File: src/shared/cct_pkg.sv
// Purpose: Shared constants and types for the card cycle timing block.
// Assumes: Counts are whole host clock cycles.
// Notes: Register map, config fields, phase counts and states live here.
package cct_pkg;
    localparam int CNT_W = 8;
    localparam int ADDR_W = 26;
    localparam int REG_AW = 8;
    localparam int DATA_W = 32;

    // Register offsets; window configs take one word each.
    localparam logic [7:0] OFF_CFG_BASE = 8'h00;
    localparam logic [7:0] OFF_STATUS = 8'h40;

    // Window config fields.
    localparam int CFG_W = 5;
    localparam int CFG_WS_LSB = 0;
    localparam int CFG_ZWS_BIT = 2;
    localparam int CFG_TS_LSB = 3;
    localparam logic [4:0] CFG_RST = 5'h08;

    // Status fields.
    localparam int STAT_BUSY_BIT = 0;
    localparam int STAT_LEN_LSB = 8;

    // Address setup counts and the extra margin added before the strobe.
    localparam logic [7:0] SU_IO = 8'h03;
    localparam logic [7:0] SU_MEM0 = 8'h02;
    localparam logic [7:0] SU_MEM1 = 8'h04;
    localparam logic [7:0] SU_EXTRA = 8'h02;
    // Address hold counts and the extra margin after the strobe.
    localparam logic [7:0] HD_IO = 8'h02;
    localparam logic [7:0] HD_MEM0 = 8'h02;
    localparam logic [7:0] HD_MEM1 = 8'h03;
    localparam logic [7:0] HD_EXTRA = 8'h01;
    // Command active counts, 8-bit cycles.
    localparam logic [7:0] C8_NOWS = 8'h13;
    localparam logic [7:0] C8_WS = 8'h17;
    localparam logic [7:0] C8_ZWS = 8'h07;
    // Command active counts, 16-bit cycles.
    localparam logic [7:0] C16_IO = 8'h07;
    localparam logic [7:0] C16_IO_WS = 8'h0b;
    localparam logic [7:0] C16_M00 = 8'h09;
    localparam logic [7:0] C16_M01 = 8'h0d;
    localparam logic [7:0] C16_M10 = 8'h11;
    localparam logic [7:0] C16_M11 = 8'h17;
    localparam logic [7:0] C16_ZWS = 8'h05;

    // Strobe bit positions.
    localparam int STB_OE = 0;
    localparam int STB_WE = 1;
    localparam int STB_IORD = 2;
    localparam int STB_IOWR = 3;

    typedef enum logic [3:0] {
        CCT_IDLE = 4'h1,
        CCT_SETUP = 4'h2,
        CCT_CMD = 4'h4,
        CCT_HOLD = 4'h8
    } cct_state_e;
endpackage

File: src/shared/cct_lut_if.sv
// Purpose: Carries a latched window setting to the count lookup and back.
// Assumes: Lookup is purely combinational.
// Notes: The sequencer drives the settings, the lookup the counts.
`timescale 1ns/1ps
interface cct_lut_if;
    logic [1:0] ws;
    logic zws;
    logic is_io;
    logic is_16;
    logic [cct_pkg::CNT_W-1:0] setup_cyc;
    logic [cct_pkg::CNT_W-1:0] cmd_cyc;
    logic [cct_pkg::CNT_W-1:0] hold_cyc;
    modport req (output ws, zws, is_io, is_16,
                 input setup_cyc, cmd_cyc, hold_cyc);
    modport lut (input ws, zws, is_io, is_16,
                 output setup_cyc, cmd_cyc, hold_cyc);
endinterface

File: src/design/cct_sync.sv
// Purpose: Two flip-flop synchroniser for pin inputs.
// Assumes: Reset value is the idle level, high.
// Notes: Only the second stage is visible outside.
`timescale 1ns/1ps
module cct_sync #(
    parameter int W = 1
) (
    input wire logic sys_clk, // Host clock.
    input wire logic arst_n, // Asynchronous reset, active low.
    input wire logic [W-1:0] d, // Asynchronous input.
    output logic [W-1:0] q // Synchronised output.
);
    typedef struct packed {
        logic [W-1:0] s1;
        logic [W-1:0] s2;
    } cct_sync_s;

    cct_sync_s s;
    cct_sync_s next_s;

    // The first stage feeds only the second stage.
    always_comb begin
        next_s.s1 = d;
        next_s.s2 = s.s1;
    end

    // Idle level after reset so no false wait is seen.
    always_ff @(posedge sys_clk or negedge arst_n) begin
        if (!arst_n) begin
            s <= '1;
        end else begin
            s <= next_s;
        end
    end

    assign q = s.s2;
endmodule

File: src/design/cct_lut.sv
// Purpose: Maps a window setting and cycle type to phase lengths.
// Assumes: Timing set selection does not change the counts.
// Notes: Setup and hold include the extra margin clocks.
`timescale 1ns/1ps
module cct_lut (
    cct_lut_if.lut lif // Setting in, counts out.
);
    // Setup and hold depend on cycle type and the upper wait bit.
    always_comb begin
        if (lif.is_io) begin
            lif.setup_cyc = cct_pkg::SU_IO + cct_pkg::SU_EXTRA;
            lif.hold_cyc = cct_pkg::HD_IO + cct_pkg::HD_EXTRA;
        end else if (lif.ws[1]) begin
            lif.setup_cyc = cct_pkg::SU_MEM1 + cct_pkg::SU_EXTRA;
            lif.hold_cyc = cct_pkg::HD_MEM1 + cct_pkg::HD_EXTRA;
        end else begin
            lif.setup_cyc = cct_pkg::SU_MEM0 + cct_pkg::SU_EXTRA;
            lif.hold_cyc = cct_pkg::HD_MEM0 + cct_pkg::HD_EXTRA;
        end
    end

    // Command active time; any wait state beats zero wait.
    always_comb begin
        if (!lif.is_16) begin
            if (lif.is_io ? lif.ws[0] : (lif.ws != 2'h0)) begin
                lif.cmd_cyc = cct_pkg::C8_WS;
            end else if (lif.zws) begin
                lif.cmd_cyc = cct_pkg::C8_ZWS;
            end else begin
                lif.cmd_cyc = cct_pkg::C8_NOWS;
            end
        end else if (lif.is_io) begin
            // No zero-wait I/O on 16-bit cycles.
            lif.cmd_cyc = lif.ws[0] ? cct_pkg::C16_IO_WS : cct_pkg::C16_IO;
        end else begin
            case (lif.ws)
                2'h0: begin
                    lif.cmd_cyc = lif.zws ? cct_pkg::C16_ZWS
                                          : cct_pkg::C16_M00;
                end
                2'h1: lif.cmd_cyc = cct_pkg::C16_M01;
                2'h2: lif.cmd_cyc = cct_pkg::C16_M10;
                default: lif.cmd_cyc = cct_pkg::C16_M11;
            endcase
        end
    end
endmodule

File: src/design/cct_card16.sv
// Purpose: Card cycle sequencer: address setup, strobe, address hold.
// Assumes: Card wait pin is asynchronous and active low.
// Notes: Window settings are written over a plain register port.
`timescale 1ns/1ps
module cct_card16 #(
    parameter int NWIN = 4,
    parameter int WIN_W = 2
) (
    input wire logic sys_clk, // Host clock, 25 MHz.
    input wire logic arst_n, // Asynchronous reset, active low.
    input wire logic [7:0] reg_addr, // Register byte address.
    input wire logic [31:0] reg_wdata, // Register write data.
    input wire logic reg_wr, // Write strobe.
    input wire logic reg_rd, // Read strobe.
    output logic [31:0] reg_rdata, // Read data, cycle after strobe.
    input wire logic cyc_req, // Start a card cycle.
    input wire logic [WIN_W-1:0] cyc_win, // Window being accessed.
    input wire logic cyc_io, // I/O cycle when high.
    input wire logic cyc_16, // 16-bit access when high.
    input wire logic cyc_write, // Write when high.
    input wire logic cyc_attr, // Attribute space when high.
    input wire logic [25:0] cyc_addr, // Card address.
    output logic cyc_ready, // Sequencer idle.
    output logic cyc_done, // Pulse when hold has ended.
    output logic [25:0] card_addr, // Card address pins.
    output logic card_addr_oe, // Address driven.
    output logic card_reg_n, // Attribute select, active low.
    output logic card_oe_n, // Memory read strobe.
    output logic card_we_n, // Memory write strobe.
    output logic card_iord_n, // I/O read strobe.
    output logic card_iowr_n, // I/O write strobe.
    input wire logic card_wait_n // Card wait, active low.
);
    localparam int CW = cct_pkg::CNT_W;
    localparam int FW = cct_pkg::CFG_W;
    localparam logic [7:0] CFG_SPAN = 8'(4 * NWIN);
    localparam logic [CW-1:0] ONE = CW'(1);

    typedef struct packed {
        cct_pkg::cct_state_e st;
        logic [CW-1:0] cnt;
        logic [NWIN-1:0][FW-1:0] cfg;
        logic [FW-1:0] lat;
        logic io;
        logic b16;
        logic wr;
        logic attr;
        logic [cct_pkg::ADDR_W-1:0] addr;
        logic [3:0] strb;
        logic done;
        logic [CW-1:0] last_len;
        logic [31:0] rdata;
    } cct_state_s;

    localparam cct_state_s RST_S = '{
        st: cct_pkg::CCT_IDLE,
        cfg: {NWIN{cct_pkg::CFG_RST}},
        default: '0
    };

    cct_state_s s;
    cct_state_s next_s;
    logic [0:0] wait_sync;
    logic wait_act;
    logic cfg_hit;
    logic [7:0] cfg_off;
    logic [WIN_W-1:0] widx;

    cct_lut_if lt();

    // The card wait pin is asynchronous to the host clock.
    cct_sync #(
        .W(1)
    ) u_wait_sync (
        .sys_clk(sys_clk),
        .arst_n(arst_n),
        .d(card_wait_n),
        .q(wait_sync)
    );

    assign wait_act = ~wait_sync[0];

    // Counts always come from the latched setting, never the live one.
    assign lt.ws = s.lat[cct_pkg::CFG_WS_LSB +: 2];
    assign lt.zws = s.lat[cct_pkg::CFG_ZWS_BIT];
    assign lt.is_io = s.io;
    assign lt.is_16 = s.b16;

    cct_lut u_lut (
        .lif(lt)
    );

    // Window config decode; only aligned words inside the span hit.
    assign cfg_off = reg_addr - cct_pkg::OFF_CFG_BASE;
    assign cfg_hit = (reg_addr[1:0] == 2'h0)
                   && (reg_addr >= cct_pkg::OFF_CFG_BASE)
                   && (cfg_off < CFG_SPAN);
    assign widx = cfg_off[WIN_W+1:2];

    // Sequencer and register file, one next-state process.
    always_comb begin
        next_s = s;
        next_s.done = 1'b0;
        next_s.rdata = '0;
        if (reg_rd) begin
            if (cfg_hit) begin
                next_s.rdata[FW-1:0] = s.cfg[widx];
            end else if (reg_addr == cct_pkg::OFF_STATUS) begin
                next_s.rdata[cct_pkg::STAT_BUSY_BIT] =
                    (s.st != cct_pkg::CCT_IDLE);
                next_s.rdata[cct_pkg::STAT_LEN_LSB +: CW] = s.last_len;
            end
        end
        // Writes land in the table; a running cycle keeps its copy.
        if (reg_wr && cfg_hit) begin
            next_s.cfg[widx] = reg_wdata[FW-1:0];
        end
        case (s.st)
            cct_pkg::CCT_IDLE: begin
                if (cyc_req) begin
                    next_s.lat = s.cfg[cyc_win];
                    next_s.io = cyc_io;
                    next_s.b16 = cyc_16;
                    next_s.wr = cyc_write;
                    next_s.attr = cyc_attr;
                    next_s.addr = cyc_addr;
                    next_s.cnt = '0;
                    next_s.st = cct_pkg::CCT_SETUP;
                end
            end
            cct_pkg::CCT_SETUP: begin
                // Address drives for the full setup count first.
                if (s.cnt == lt.setup_cyc - ONE) begin
                    next_s.cnt = '0;
                    next_s.st = cct_pkg::CCT_CMD;
                end else begin
                    next_s.cnt = s.cnt + ONE;
                end
            end
            cct_pkg::CCT_CMD: begin
                // Minimum time first, then wait must be seen released.
                if (s.cnt >= lt.cmd_cyc - ONE && !wait_act) begin
                    // Saturate so a very long wait never reads back as 0.
                    next_s.last_len = (s.cnt == '1) ? s.cnt : s.cnt + ONE;
                    next_s.cnt = '0;
                    next_s.st = cct_pkg::CCT_HOLD;
                end else if (s.cnt != '1) begin
                    next_s.cnt = s.cnt + ONE;
                end
            end
            cct_pkg::CCT_HOLD: begin
                if (s.cnt == lt.hold_cyc - ONE) begin
                    next_s.cnt = '0;
                    next_s.done = 1'b1;
                    next_s.st = cct_pkg::CCT_IDLE;
                end else begin
                    next_s.cnt = s.cnt + ONE;
                end
            end
            default: begin
                next_s.st = cct_pkg::CCT_IDLE;
            end
        endcase
        // Strobes follow the command phase exactly.
        next_s.strb = '0;
        if (next_s.st == cct_pkg::CCT_CMD) begin
            if (next_s.io) begin
                next_s.strb[cct_pkg::STB_IORD] = ~next_s.wr;
                next_s.strb[cct_pkg::STB_IOWR] = next_s.wr;
            end else begin
                next_s.strb[cct_pkg::STB_OE] = ~next_s.wr;
                next_s.strb[cct_pkg::STB_WE] = next_s.wr;
            end
        end
    end

    // All state is in one record.
    always_ff @(posedge sys_clk or negedge arst_n) begin
        if (!arst_n) begin
            s <= RST_S;
        end else begin
            s <= next_s;
        end
    end

    // Card pins are plain decodes of registered state.
    assign card_addr = s.addr;
    assign card_addr_oe = (s.st != cct_pkg::CCT_IDLE);
    assign card_reg_n = ~(s.attr && card_addr_oe);
    assign card_oe_n = ~s.strb[cct_pkg::STB_OE];
    assign card_we_n = ~s.strb[cct_pkg::STB_WE];
    assign card_iord_n = ~s.strb[cct_pkg::STB_IORD];
    assign card_iowr_n = ~s.strb[cct_pkg::STB_IOWR];
    assign cyc_ready = (s.st == cct_pkg::CCT_IDLE);
    assign cyc_done = s.done;
    assign reg_rdata = s.rdata;

    // Cycles spent in the current phase, counted apart from the design.
    logic [CW-1:0] ph_len;
    always_ff @(posedge sys_clk or negedge arst_n) begin
        if (!arst_n) begin
            ph_len <= ONE;
        end else if (next_s.st != s.st) begin
            ph_len <= ONE;
        end else if (ph_len != '1) begin
            ph_len <= ph_len + ONE;
        end
    end
endmodule

File: config.mk
export PLATFORM = sky130hd
export DESIGN_NAME = cct_card16
export DESIGN_NICKNAME = d
export VERILOG_FILES = /design/src/shared/cct_pkg.sv /design/src/shared/cct_lut_if.sv /design/src/design/cct_sync.sv /design/src/design/cct_lut.sv /design/src/design/cct_card16.sv
export SDC_FILE = /design/constraint.sdc
export NUM_CORES = 1
export LEC_CHECK = 0
export ABC_AREA = 0
export BUFFER_PORTS_ARGS = -buffer_cell sky130_fd_sc_hd__buf_2
export CAP_MARGIN = 20
export CORE_ASPECT_RATIO = 0.5
export CORE_MARGIN = 2
export CORE_UTILIZATION = 35
export CTS_BUF_LIST = sky130_fd_sc_hd__clkbuf_8
export CTS_CLUSTER_DIAMETER = 30
export CTS_CLUSTER_SIZE = 25
export DETAILED_ROUTE_END_ITERATION = 10
export HOLD_SLACK_MARGIN = 0.06
export MAX_ROUTING_LAYER = met4
export PLACE_DENSITY = 0.61
export SYNTH_ARGS = -nofsm -noshare
export SYNTH_HDL_FRONTEND = slang
export SYNTH_SLANG_ARGS = --single-unit
export TNS_END_PERCENT = 30
File: constraint.sdc
create_clock -name sys_clk -period 2.1 [get_ports sys_clk]
set_input_delay 0.105 -clock sys_clk [delete_from_list [all_inputs] [get_ports sys_clk]]
set_output_delay 0.105 -clock sys_clk [all_outputs]
set_load 0.05 [all_outputs]
# After elaboration in Yosys (flattened, before gate mapping)
# Index checks and enable logic that the tools add are counted.
# Widths: inputs -> output; s select.
[op_classes] div=0 n_lt_le_gt_ge=6 mux=44 addsub=4 shift=0 reduce_logical=13 n_mul=0 n_bitwise=6 n_eq_ne=15
[op_table] operator="$mux 8" n=13
[op_table] operator="$mux 30" n=2
[op_table] operator="$pmux 8 s4" n=1
[op_table] operator="$mux 4" n=7
[op_table] operator="$pmux 8 s3" n=1
[op_table] operator="$sub 8x1->8 const B" n=3
[op_table] operator="$bmux 5 s2" n=2
[op_table] operator="$bwmux 20" n=1
[op_table] operator="$mux 5" n=4
[op_table] operator="$eq 8x8->1" n=2
[op_table] operator="$pmux 4 s4" n=1
[op_table] operator="$mux 12" n=1
[op_table] operator="$demux 5 s2" n=1
[op_table] operator="$add 8x1->8 const B" n=1
[op_table] operator="$eq 4x3->1 const B" n=2
[op_table] operator="$eq 8x7->1 const B" n=1
[op_table] operator="$eq 8x8->1 const B" n=1
[op_table] operator="$ge 8x1->1 const B" n=1
[op_table] operator="$ge 8x8->1" n=1
[op_table] operator="$lt 8x5->1 const B" n=1
[op_table] operator="$ne 8x8->1 const B" n=1
[op_table] operator="$logic_and 1x1->1" n=6
[op_table] operator="$lt 2x3->1 const B" n=2
[op_table] operator="$mux 2" n=3
[op_table] operator="other kinds (17)" n=29
[word_totals] reg_bits=93 memories=0 output_inout_bits=66 inputBits=78 rom_bits=0 latch_bits=0 ram_bits=0

# Longest topological paths before layout
[logic_depth] depth_word=11 ltp_mapped=11 mapped_depth_nobuf=10

# Hierarchy
# From an unflattened synthesis, not the netlist that was laid out.
[unflattened] cells_unflattened=495 hier_area_um2=5452.7
[by_module_without_submodules] mod="cct_card16" seq_area_each_um2=2283.4 instances=1 cells_per_inst=459 area_per_inst_um2=5171.2
[by_module_without_submodules] mod="cct_lut" seq_area_each_um2=0.0 instances=1 cells_per_inst=34 area_per_inst_um2=229.0
[by_module_without_submodules] mod="cct_sync" seq_area_each_um2=52.6 instances=1 cells_per_inst=2 area_per_inst_um2=52.6

# Worst setup path after synthesis
# Ideal clock, no wire load.
[synth_path] path_type="flip-flop to flip-flop" start="register s[111] (netlist name)" end="register s, in the netlist lt.ws[0]" arrival_time_ns=2.302 n_path_buf=1 setup_time_ns=0.133 path_stages_with_launch=8 setup_slack_ns=-0.336 period_less_slack_ns=2.436 path_cell_list="dfrtp_1 > nor2_1 > nand3_1 > inv_1 > nand2_1 > inv_1 > clkbuf_1 > o21ai_0"
[synth_between] elab_chain_cells=2
[synth_lines] item="start: declaration" line="cct_card16.sv:61" text="cct_state_s s;"
[synth_lines] item="start signal: assignment" line="cct_card16.sv:182" text="s <= next_s;"
[synth_lines] item="$eq 4x1->1"
[synth_lines] item="net cyc_ready" line="cct_card16.sv:23" text="output logic cyc_ready,"
[synth_lines] item="$reduce_and 2->1 (no line)"
# The timed path passes the listed nets, and every way through them passes these cells.
# A chain may end at the register's enable or synchronous reset.

# Worst setup path in the final report
[layout_path] start="register s, in the netlist lt.is_16" end="register s[32] (netlist name)"
[layout_between] elab_chain_cells=5
[layout_lines] item="$mux 8" line="cct_lut.sv:24" text="if (!lif.is_16) begin"
[layout_lines] item="$sub 8x1->8" line="cct_card16.sv:142" text="if (s.cnt >= lt.cmd_cyc - ONE && !wait_act) begin"
[layout_lines] item="$ge 8x8->1" line="cct_card16.sv:142"
[layout_lines] item="$logic_and 1x1->1" line="cct_card16.sv:142"
[layout_lines] item="$reduce_and 2->1 (no line)"
# No other way between the ends.

==> reports/summary.txt <==
Post-Syn Instances: 463
port bufs: 97
crit-path max FO: 6
Slew Viols, Final: 0
worst-case clock buffer depth: 2
first-pass iteration count of the detailed router: 4
Post-Layout Cell Count: 773
internal cell power: 0.00364 W
Nets: 675
Sequential Power Share: 36.7%
outcome: complete, but fails checks
worst path buffer plus inverter count: 1
DRC: 0
slowest cell delay on critical path: 440 ps
Yosys top cell by area: dfrtp_1
Lkg Pwr: 3.02 nW
Post-Route WL: 10,400 um
Main synth FF type: dfrtp_1
initial core utilization: 35.6%
Crit path max-delay family: compound AO/OA/AOI/OAI gates
Via density: 4.57
WS Path Type: register to register
Netlist Area Pre-Place: 4800 um^2
top post-synthesis cells by count: nand2_1, dfrtp_1, buf_4
gpl congestion: 0.830
Overall Power: 0.00645 W
CP endpoint kind: register
Overflow after GRT: 0
failing checks: setup timing
final period utilization: 109%
Hold Violations, Final: 0
data required time of the worst path: 2350 ps
combinational share of power: 43.2%
dpl cells: 718
Placement Rows: 30
wire per inst: 13.4 um
vias in the first global route: 3,436
global routing met1 resource utilization: 18.5%
final setup margin: -199 ps
Die Wd: 170 um
Peak VDD IR: 416 uV
MaxCap Viol Count: 0
Setup Skew: 9.98 ps
final setup fails: 22
CTS tree: built
CP max stage cell: dfrtp_2
Synth Register Bits: 93
Startpoint Class: register
Worst Tran Pin Value: 610 ps
Core ar.: 13,500 um^2
P_sw: 0.00281 W
met3 global-route usage: 3.24%
total CTS buffers: 9
largest net degree at the start of global routing: 39
initial drt markers: 136
top post-synthesis cells by area: dfrtp_1, buf_4, nand2_1
share of cells above drive strength 1: 37.9%
Post-synth EDFFs: 0
count leader, synth: nand2_1
root buf cell: clkbuf_8
syn_area_per_cell: 10.4 um^2
clock sink total: 93
Tmin final: 2300 ps
GRT Total Usage: 15.1%
Seq/Total Area, Yosys: 48.7%
clk_lat worst skew: 360 ps
sw frac: 43.6%
Synth cell types: 58
hpwl dp: 7400 um
RSZ-0062 raised after global routing: yes
grt met2 use: 25.0%
area growth from synthesis to layout: 26.6%
Synth top area share: 44.9%
Die H: 86.8 um
layer with the highest usage: met2
I/O pins: 144
Worst EP arrival: 2550 ps
first-pass GRT wire length: 16,800 um
relative slew slack: 59.4%
post-route antenna net violation count: 0
via count: 3,532
Async SR Flop Fraction: 100%
Die Footprint: 14,700 um^2
Clk pwr share: 20.0%
Yosys warning count: 0
Power Dens Cells: 1060 nW/um^2
worst hold path class: input pin to register
initial antenna violation count: 0
Max Clock Freq: 0.435 GHz
Critical Path, Cell by Cell: nor3_2 > a21oi_1 > o21ai_1 > ha_1 > nor2b_4 > o211ai_1 > a311oi_2 > buf_4 > mux2_4
n_diodes: 0
CTS HTree Levels: 3
clock slew at reported path FFs: 90 ps
## final timing paths
kind                                  startpoint       endpoint  slack [ps]  cells after the start
setup reg to reg                        lt.is_16          s[32]        -200                      9
hold reg to reg            u_wait_sync.next_s[0]  u_wait_sync.q         350                      0
hold / removal                            reg_rd   reg_rdata[2]         110                      3
min in group asynchronous                 arst_n   card_addr[4]         250                      2
setup / recovery                        lt.is_16          s[32]        -200                      9
max in group asynchronous                 arst_n  u_wait_sync.q        1160                      3
## layout by cell type, fill, tap and decap left out, types with 5 or more instances in the layout
cell           synthesis  routed
a31oi_1                5       5
nand2_1               99      99
dfstp_2                7       7
nor2b_1                8       6
mux2_2                23      21
mux4_2                 8       8
conb_1                 1      19
nor2_1                20      19
o21ai_0               12       8
buf_2                  7      96
and2_1                 9       9
nand3b_1               5       5
dlygate4sd3_1          0      37
inv_1                 23      24
ha_1                   5       5
dfrtp_1               86      85
xnor2_1                6       6
nand3_1                8       7
a21oi_1                9       7
buf_4                 58      36
clkbuf_8               0       9
## area by class of cell
cell class,count,area (um^2)
well taps,176,220
inverters,23,90.1
flip-flops and latches,93,2340
clock buffers,9,124
clock inverters,7,91.3
fillers,1274,7400
multi-input cells,293,2040
repair buffers,172,1170
## worst register-to-register path, cell delays in order, from the launching register on
cell and delay, ps:
dfrtp_2 440, nor3_2 200, a21oi_1 60, o21ai_1 140, ha_1 150, nor2b_4 150, o211ai_1 120, a311oi_2 400
buf_4 220, mux2_4 300
## cell families (layout without fill, tap and decap cells)
logic type      count (synthesis)  in the layout  share of synthesized area, %
simple gates                  182            182                          19.9
buf+inv                        95            211                          12.2
flops                          93             93                          48.7
compound gates                 49             49                          7.35
mux                            32             32                          9.36
xor+xnor                        6              6                          1.10
fa+ha+maj                       5              5                          1.30
other cells                     1             19                        0.0782
## state kept, by name, indices dropped and copies added (netlist names)
signal              cells
s                      46
lt.is_16                1
u_wait_sync.next_s      1
lt.is_io                1
lt.zws                  1
reg_rdata              13
u_wait_sync.q           1
card_addr              26
lt.ws                   2
cyc_done                1
## power groups by stage
stage | Clock (W) | Combinational (W) | Sequential [W]
2_1_floorplan | 0 | 0.00230 | 0.00234
3_3_place_gp | 0 | 0.00262 | 0.00238
3_5_place_dp | 0 | 0.00265 | 0.00240
4_1_cts | 0.00135 | 0.00276 | 0.00236
5_1_grt | 0.00142 | 0.00301 | 0.00241
6_report | 0.00129 | 0.00279 | 0.00237
## through the flow
stage | hold WS [ps] | worst slack, ps | util (%) | cell area, um^2 | setup TNS (ps)
after floorplan | -191 | -16.7 | - | 4870 | -31.0
after global placement | 96.7 | -199 | 39.9 | 5380 | -2650
after detailed placement | 91.2 | -249 | 39.9 | 5380 | -3540
after CTS | 95.4 | -128 | 44.6 | 6010 | -1260
after global routing | 107 | -299 | 45.1 | 6080 | -5140
final | 113 | -199 | 45.1 | 6080 | -2110
## timing repair
action / in CTS / in global routing
hold buffers: 37 / 0
buffers inserted: 0 / 2
pin swaps: 8 / 8
hold endpoints to repair: 84 / 0
resized for setup: 15 / 10
endpoints found under the setup margin: 22 / 22
## metal layers
metal  wire (um)  part of all wire, %
met4         128                  1.2
met3         384                  3.7
met2        5170                   50
met1        4670                   45
met5           0                    0
No activity file was read; power rests on OpenSTA's default activity.
